## config.mk

```make
export PLATFORM = sky130hd
export DESIGN_NAME = dual_wiper_serial_loader
export DESIGN_NICKNAME = d
export VERILOG_FILES = /design/src/wiper_pkg.sv /design/src/dual_wiper_serial_loader.sv
export SDC_FILE = /design/constraint.sdc
export NUM_CORES = 1
export LEC_CHECK = 0
export BUFFER_PORTS_ARGS = -buffer_cell sky130_fd_sc_hd__buf_4
export CELL_PAD_IN_SITES_DETAIL_PLACEMENT = 1
export CELL_PAD_IN_SITES_GLOBAL_PLACEMENT = 2
export CORE_UTILIZATION = 42
export CTS_BUF_LIST = sky130_fd_sc_hd__clkbuf_2 sky130_fd_sc_hd__clkbuf_4 sky130_fd_sc_hd__clkbuf_8
export DETAILED_ROUTE_END_ITERATION = 10
export PLACE_DENSITY_LB_ADDON = 0.2
export SLEW_MARGIN = 10
export SYNTH_ARGS = -nofsm -noshare
export SYNTH_HDL_FRONTEND = slang
export SYNTH_SLANG_ARGS = --single-unit
```

## constraint.sdc

```tcl
create_clock -name mclk -period 3.6 [get_ports mclk]
set_input_delay 0.36 -clock mclk [delete_from_list [all_inputs] [get_ports mclk]]
set_output_delay 0.36 -clock mclk [all_outputs]
set_load 0.005 [all_outputs]
```

## src/wiper_pkg.sv

```systemverilog
// shared constants and carriers for the dual wiper serial loader
package wiper_pkg;
	localparam int WORD_BITS = 10;
	localparam int DATA_BITS = 8;
	localparam int ADDR_HI_POS = 9;
	localparam int ADDR_LO_POS = 8;
	localparam logic [7:0] MIDSCALE = 8'h80;
	localparam logic [1:0] ADDR_CH1 = 2'h0;
	localparam logic [1:0] ADDR_CH2 = 2'h1;

	// analog switch controls for one channel
	typedef struct packed {
		logic term_a_open;
		logic wiper_to_b;
		logic [7:0] code;
	} chan_ctl_s;
endpackage

```

## src/dual_wiper_serial_loader.sv

```systemverilog
// serial loader for a two channel 256 step potentiometer
`timescale 1ns/1ps
// ----------------------------------------
// Notes on behaviour
// ----------------------------------------
// Notes on behaviour
// - word is two address, eight data, MSB first
// - address 00 first latch, 01 second
// - both latches midscale after reset
// - power down opens A, wiper to B
// - power down leaves latches untouched
// - chip select low: shift on clock rise
// - chain output is bit ten shifts earlier
// - clock low: register holds, output enabled
// - chip select rise loads addressed latch
// - only the last ten bits count
// - power down releases chain output
// - channels updated individually, any order
module dual_wiper_serial_loader
	import wiper_pkg::*;
(
	input wire logic mclk,
	input wire logic sys_rst,
	input wire logic sclk,
	input wire logic cs_n,
	input wire logic serial_in,
	input wire logic power_down_n,
	output logic chain_out_o,
	output logic chain_out_oe_n,
	output chan_ctl_s chan1,
	output chan_ctl_s chan2
);
	// ----------------------------------------
	// input synchronisers
	// ----------------------------------------
	logic [3:0] meta_q, meta_d, sync_q, sync_d;
	logic sclk_prev_q, sclk_prev_d, cs_prev_q, cs_prev_d;
	logic sclk_s, cs_s, sdi_s, pd_s;

	always_comb begin
		meta_d = {power_down_n, serial_in, cs_n, sclk};
		sync_d = meta_q;
		sclk_prev_d = sync_q[0];
		cs_prev_d = sync_q[1];
	end

	always_ff @(posedge mclk or posedge sys_rst) begin
		if (sys_rst) begin
			// idle pin levels, so no false edge follows reset
			meta_q <= 4'hA;
			sync_q <= 4'hA;
			sclk_prev_q <= 1'b0;
			cs_prev_q <= 1'b1;
		end else begin
			meta_q <= meta_d;
			sync_q <= sync_d;
			sclk_prev_q <= sclk_prev_d;
			cs_prev_q <= cs_prev_d;
		end
	end

	assign sclk_s = sync_q[0];
	assign cs_s = sync_q[1];
	assign sdi_s = sync_q[2];
	assign pd_s = sync_q[3];

	logic shift_ev, load_ev;
	// link is sampled: serial clock must stay below mclk/4
	assign shift_ev = sclk_s & ~sclk_prev_q & ~cs_s;
	assign load_ev = cs_s & ~cs_prev_q;

	// ----------------------------------------
	// address decode
	// ----------------------------------------
	// the two address bits lead the last ten bits shifted in
	function automatic logic [1:0] word_addr(
		input logic [WORD_BITS-1:0] w
	);
		return {w[ADDR_HI_POS], w[ADDR_LO_POS]};
	endfunction

	// ----------------------------------------
	// shift register and latches
	// ----------------------------------------
	// never cleared by chip select: a short word reuses older bits
	logic [WORD_BITS-1:0] shift_reg_q, shift_reg_d;
	logic out_bit_q, out_bit_d;
	logic [DATA_BITS-1:0] latch1_q, latch1_d, latch2_q, latch2_d;

	always_comb begin
		shift_reg_d = shift_reg_q;
		out_bit_d = out_bit_q;
		latch1_d = latch1_q;
		latch2_d = latch2_q;
		if (shift_ev) begin
			// bit pushed out is the one entered ten shifts ago
			out_bit_d = shift_reg_q[WORD_BITS-1];
			shift_reg_d = {shift_reg_q[WORD_BITS-2:0], sdi_s};
		end
		// loading ignores power down so words land during it
		if (load_ev) begin
			if (word_addr(shift_reg_q) == ADDR_CH1) begin
				latch1_d = shift_reg_q[DATA_BITS-1:0];
			end else if (word_addr(shift_reg_q) == ADDR_CH2) begin
				latch2_d = shift_reg_q[DATA_BITS-1:0];
			end
			// the two unused codes fall through and load nothing
		end
	end

	always_ff @(posedge mclk or posedge sys_rst) begin
		if (sys_rst) begin
			shift_reg_q <= '0;
			out_bit_q <= 1'b1;
			latch1_q <= MIDSCALE;
			latch2_q <= MIDSCALE;
		end else begin
			shift_reg_q <= shift_reg_d;
			out_bit_q <= out_bit_d;
			latch1_q <= latch1_d;
			latch2_q <= latch2_d;
		end
	end

	// ----------------------------------------
	// outputs
	// ----------------------------------------
	// open drain: drive only zero, released when high or powered down
	assign chain_out_o = 1'b0;
	assign chain_out_oe_n = out_bit_q | ~pd_s;

	// switch flags follow the synchronised pin; codes stay in the latches
	always_comb begin
		chan1.term_a_open = ~pd_s;
		chan1.wiper_to_b = ~pd_s;
		chan1.code = latch1_q;
		chan2.term_a_open = ~pd_s;
		chan2.wiper_to_b = ~pd_s;
		chan2.code = latch2_q;
	end

	// ----------------------------------------
	// checks
	// ----------------------------------------
	// the serial clock is only sampled, so every check runs on mclk
	a_shift_moves_word: assert property (@(posedge mclk) disable iff (sys_rst)
		shift_ev |=> shift_reg_q == {$past(shift_reg_q[8:0]), $past(sdi_s)})
		else $error("shift register did not take the serial bit");

	a_idle_holds_reg: assert property (@(posedge mclk) disable iff (sys_rst)
		!shift_ev |=> $stable(shift_reg_q))
		else $error("shift register changed without a shift");

	a_cs_high_quiet: assert property (@(posedge mclk) disable iff (sys_rst)
		cs_s |=> $stable(shift_reg_q) && $stable(out_bit_q))
		else $error("serial activity seen with chip select high");

	a_chain_delay_ten: assert property (@(posedge mclk) disable iff (sys_rst)
		shift_ev |=> out_bit_q == $past(shift_reg_q[9]))
		else $error("chain output is not the tenth older bit");

	a_chain_holds_bit: assert property (@(posedge mclk) disable iff (sys_rst)
		!shift_ev |=> $stable(out_bit_q))
		else $error("chain bit changed without a shift");

	// open drain: a zero bit pulls the pin low, a one releases it
	a_chain_enabled: assert property (@(posedge mclk) disable iff (sys_rst)
		pd_s && !out_bit_q |-> !chain_out_oe_n && !chain_out_o)
		else $error("chain output not driven low");

	// ----------------------------------------
	// checks on latch loading
	// ----------------------------------------
	a_load_first_ch: assert property (@(posedge mclk) disable iff (sys_rst)
		load_ev && shift_reg_q[9:8] == 2'h0 |=>
		latch1_q == $past(shift_reg_q[7:0]) && $stable(latch2_q))
		else $error("first latch load wrong");

	a_load_second_ch: assert property (@(posedge mclk) disable iff (sys_rst)
		load_ev && shift_reg_q[9:8] == 2'h1 |=>
		latch2_q == $past(shift_reg_q[7:0]) && $stable(latch1_q))
		else $error("second latch load wrong");

	a_load_bad_addr: assert property (@(posedge mclk) disable iff (sys_rst)
		load_ev && shift_reg_q[9] |=>
		$stable(latch1_q) && $stable(latch2_q))
		else $error("unused address changed a latch");

	a_latch_no_load: assert property (@(posedge mclk) disable iff (sys_rst)
		!load_ev |=> $stable(latch1_q) && $stable(latch2_q))
		else $error("latch changed without chip select rise");

	a_load_in_pd: assert property (@(posedge mclk) disable iff (sys_rst)
		load_ev && !pd_s && !shift_reg_q[9] |=>
		($past(shift_reg_q[8]) ? chan2.code : chan1.code) ==
		$past(shift_reg_q[7:0]))
		else $error("word lost during power down");

	// ----------------------------------------
	// checks on power down and reset
	// ----------------------------------------
	a_power_down_out: assert property (@(posedge mclk) disable iff (sys_rst)
		!pd_s |-> chain_out_oe_n && chan1.term_a_open && chan2.wiper_to_b)
		else $error("power down not applied");

	a_flags_follow_pd: assert property (@(posedge mclk) disable iff (sys_rst)
		chan1.term_a_open == !pd_s && chan1.wiper_to_b == !pd_s &&
		chan2.term_a_open == !pd_s && chan2.wiper_to_b == !pd_s)
		else $error("switch flags do not follow power down");

	a_pd_keeps_codes: assert property (@(posedge mclk) disable iff (sys_rst)
		!pd_s && !load_ev |=> $stable(chan1.code) && $stable(chan2.code))
		else $error("power down moved a wiper code");

	// no disable here: this one looks at the release itself
	a_reset_midscale: assert property (@(posedge mclk)
		$fell(sys_rst) |-> latch1_q == 8'h80 && latch2_q == 8'h80)
		else $error("latches not at midscale after reset");
endmodule

```

==> metrics.md <==
| Metric | Value |
|---|---|
| Die Area | `3418 sq um` |
| Avg Cell Area, Syn | `17.39 sq um` |
| Max cap viols | `0` |
| WS Path Type | `reg2reg` |
| Leakage | `0.0007983 uW` |
| Post-Route Skew | `0.01010 ns` |
| Latest clock arrival within the worst-skew pair | `0.34 ns` |
| Syn Inst Count | `77` |
| Antenna violations before repair | `0` |
| PwrDens | `656.5 nW/um^2` |
| Die Span Y | `58.46 microns` |
| Router iterations before antenna repair | `2` |
| Clk sink count | `37` |
| Die width | `58.46 microns` |
| Worst reg2reg path depth | `2` |
| Crit share post-route | `44.26%` |
| Drt drc | `0` |
| Fin area | `1645 sq um` |
| DP Cell Count | `145` |
| Non-filler cells in the finished layout | `153` |
| Largest area contributor in the netlist | `dfrtp_1` |
| Standard-cell rows | `20` |
| Area delta synth->final | `22.90%` |
| Post-synth top cells | `29 x dfrtp_1, 27 x mux2_2, 8 x dfstp_2, 4 x buf_4` |
| Most area-consuming cells after synthesis | `dfrtp_1 54%, mux2_2 23%, dfstp_2 16%` |
| NumNets Final | `114` |
| CP arrival | `1.82 ns` |
| Final hold vios | `0` |
| Final WL | `2280 microns` |
| Startpoint types | `flop` |
| DP Area | `1579 sq um` |
| RSZ-0062 raised after global routing | `no` |
| Min Tclk post-route | `1.593 ns` |
| Clock Tree Root | `clkbuf_4` |
| Routability congestion estimate | `0.6529` |
| Cell Area, Synth | `1339 sq um` |
| Share of layout cells above drive strength 1 | `68.81%` |
| Buf/Inv on CP | `0` |
| Most instantiated library cell after synthesis | `dfrtp_1` |
| Slew @ Worst Pin | `0.6446 ns` |
| Critical Path Fanout Max | `8` |
| Register area share after synthesis | `69.91%` |
| Largest delay share family, worst path | `flip-flops` |
| Clock slew at reported path FFs | `0.11 ns` |
| CTS tree | `yes` |
| IO Pins | `28` |
| Post-synthesis async set-or-reset flop share | `100.0%` |
| Post-synth EDFFs | `0` |
| Hold WS | `0.1055 ns` |
| Status | `finished, final reports clean` |
| Max-slew headroom | `56.96%` |
| Final ANT Viol Nets | `0` |
| Num CTS Buffers | `5` |
| Clk buf depth | `2` |
| Critical-path cell list | `nor4b_4 > mux2_2` |
| Setup-failing EPs final | `0` |
| Initial DRC count | `14` |
| Setup ws final | `2.007 ns` |
| Net count after synthesis | `83` |
| Pins Over Slew Limit | `0` |
| Crit. path cell count | `2` |
| Sum of negative setup slack | `0 ns` |
| ANT cells | `0` |
| Vias | `714` |
| Port bufs | `26` |
| Synth Warn # | `0` |
| Post-CTS Setup Bufs | `0` |
| Main synth FF type | `dfrtp_1` |
| Number of global-route vias before repair | `723` |
| Total gr overflow | `0` |
| Gr usage total | `16.02%` |
| Largest net degree at the start of global routing | `33` |
| Post-CTS resize count | `0` |
| Core Region | `3028 sq um` |
| Cell variety after synth | `11` |
| First-pass GRT wire length | `3739 microns` |
| Worst setup slack after placement | `2.001 ns` |
| Detail Placement HPWL | `1568 microns` |
| Starting density of the core | `44.21%` |
| Fmax | `627.6 MHz` |
| CTS Hold Bufs | `0` |
| Slowest CP cell | `dfstp_2` |
| Data required, critical path | `3.82 ns` |
| Slowest stage delay, CP | `0.57 ns` |
| H-tree levels | `2` |
| #FFs+latches synth | `37` |
| Peak VDD IR | `0.3084 mV` |
| Vias/cell | `4.667` |
| Wirelength per Cell | `14.90 microns` |
| CP endpoint kind | `flop` |
| Synth top area share | `54.21%` |
| Hold Crit Class | `in2async` |
[cell type report]
| type | instances | area, sq um |
|---|---|---|
| inverter | 2 | 7.507 |
| multi-input combinational | 32 | 355.3 |
| fill | 294 | 1383 |
| tap | 44 | 55.05 |
| clock buffer | 8 | 66.31 |
| timing repair buffer | 30 | 225.2 |
| sequential | 37 | 935.9 |
[layout by cell type, fill, tap and decap left out, drive strengths merged]
| cell type | Yosys | routed |
|---|---|---|
| buf | 6 | 30 |
| dfrtp | 29 | 29 |
| mux2 | 27 | 27 |
| dfstp | 8 | 8 |
| clkbuf | 0 | 8 |
| inv | 2 | 2 |
| nor4bb | 1 | 1 |
| nor4b | 1 | 1 |
| nor3b | 1 | 1 |
| nand2b | 1 | 1 |
| conb | 1 | 1 |
[cell families after synthesis]
kind of cell           Yosys count  synth area share [%]
muxes                           27                 22.71
DFF                             37                 69.91
other                            1                0.2801
and+or+nand+nor                  4                 3.552
buffers and inverters            8                 3.552
[path summary, 6_finish.rpt]
path	endpoint	from	slack, ns
max	latch1_q[0]	sync_q[1]	2.01
min in group mclk	meta_q[2]	serial_in	0.12
min reg2reg	sync_q[3]	meta_q[3]	0.36
max in group asynchronous	out_bit_q	sys_rst	2.90
max reg2reg	latch1_q[0]	sync_q[1]	2.01
min	latch1_q[6]	sys_rst	0.11
[where the power goes]
part	switching, uW	internal, uW	total, uW
sequential	79.6	526	606
clock	127	111	239
combinational	73.4	163	236
[through the flow]
stage,utilization (%),power (uW)
2_1_floorplan,-,715.9
3_3_place_gp,52.15,840.3
3_5_place_dp,52.15,856.0
4_1_cts,54.34,1100
5_1_grt,54.34,1146
6_report,54.34,1080
[metal layers]
layer | track usage, % | share of wire [%] | wire length, microns
met2 | 24.47 | 48 | 1098
met1 | 19.21 | 44 | 998
met4 | 8.163 | 1.9 | 44
met5 | 0 | 0 | 0
met3 | 7.253 | 6.1 | 138
[registers in the layout (all words and copies together) (netlist names)]
signal and flops:
latch2_q 8, meta_q 4, sclk_prev_q 1, shift_reg_q 10, cs_prev_q 1, latch1_q 8, sync_q 4, out_bit_q 1
(Power assumes the default switching activity.)
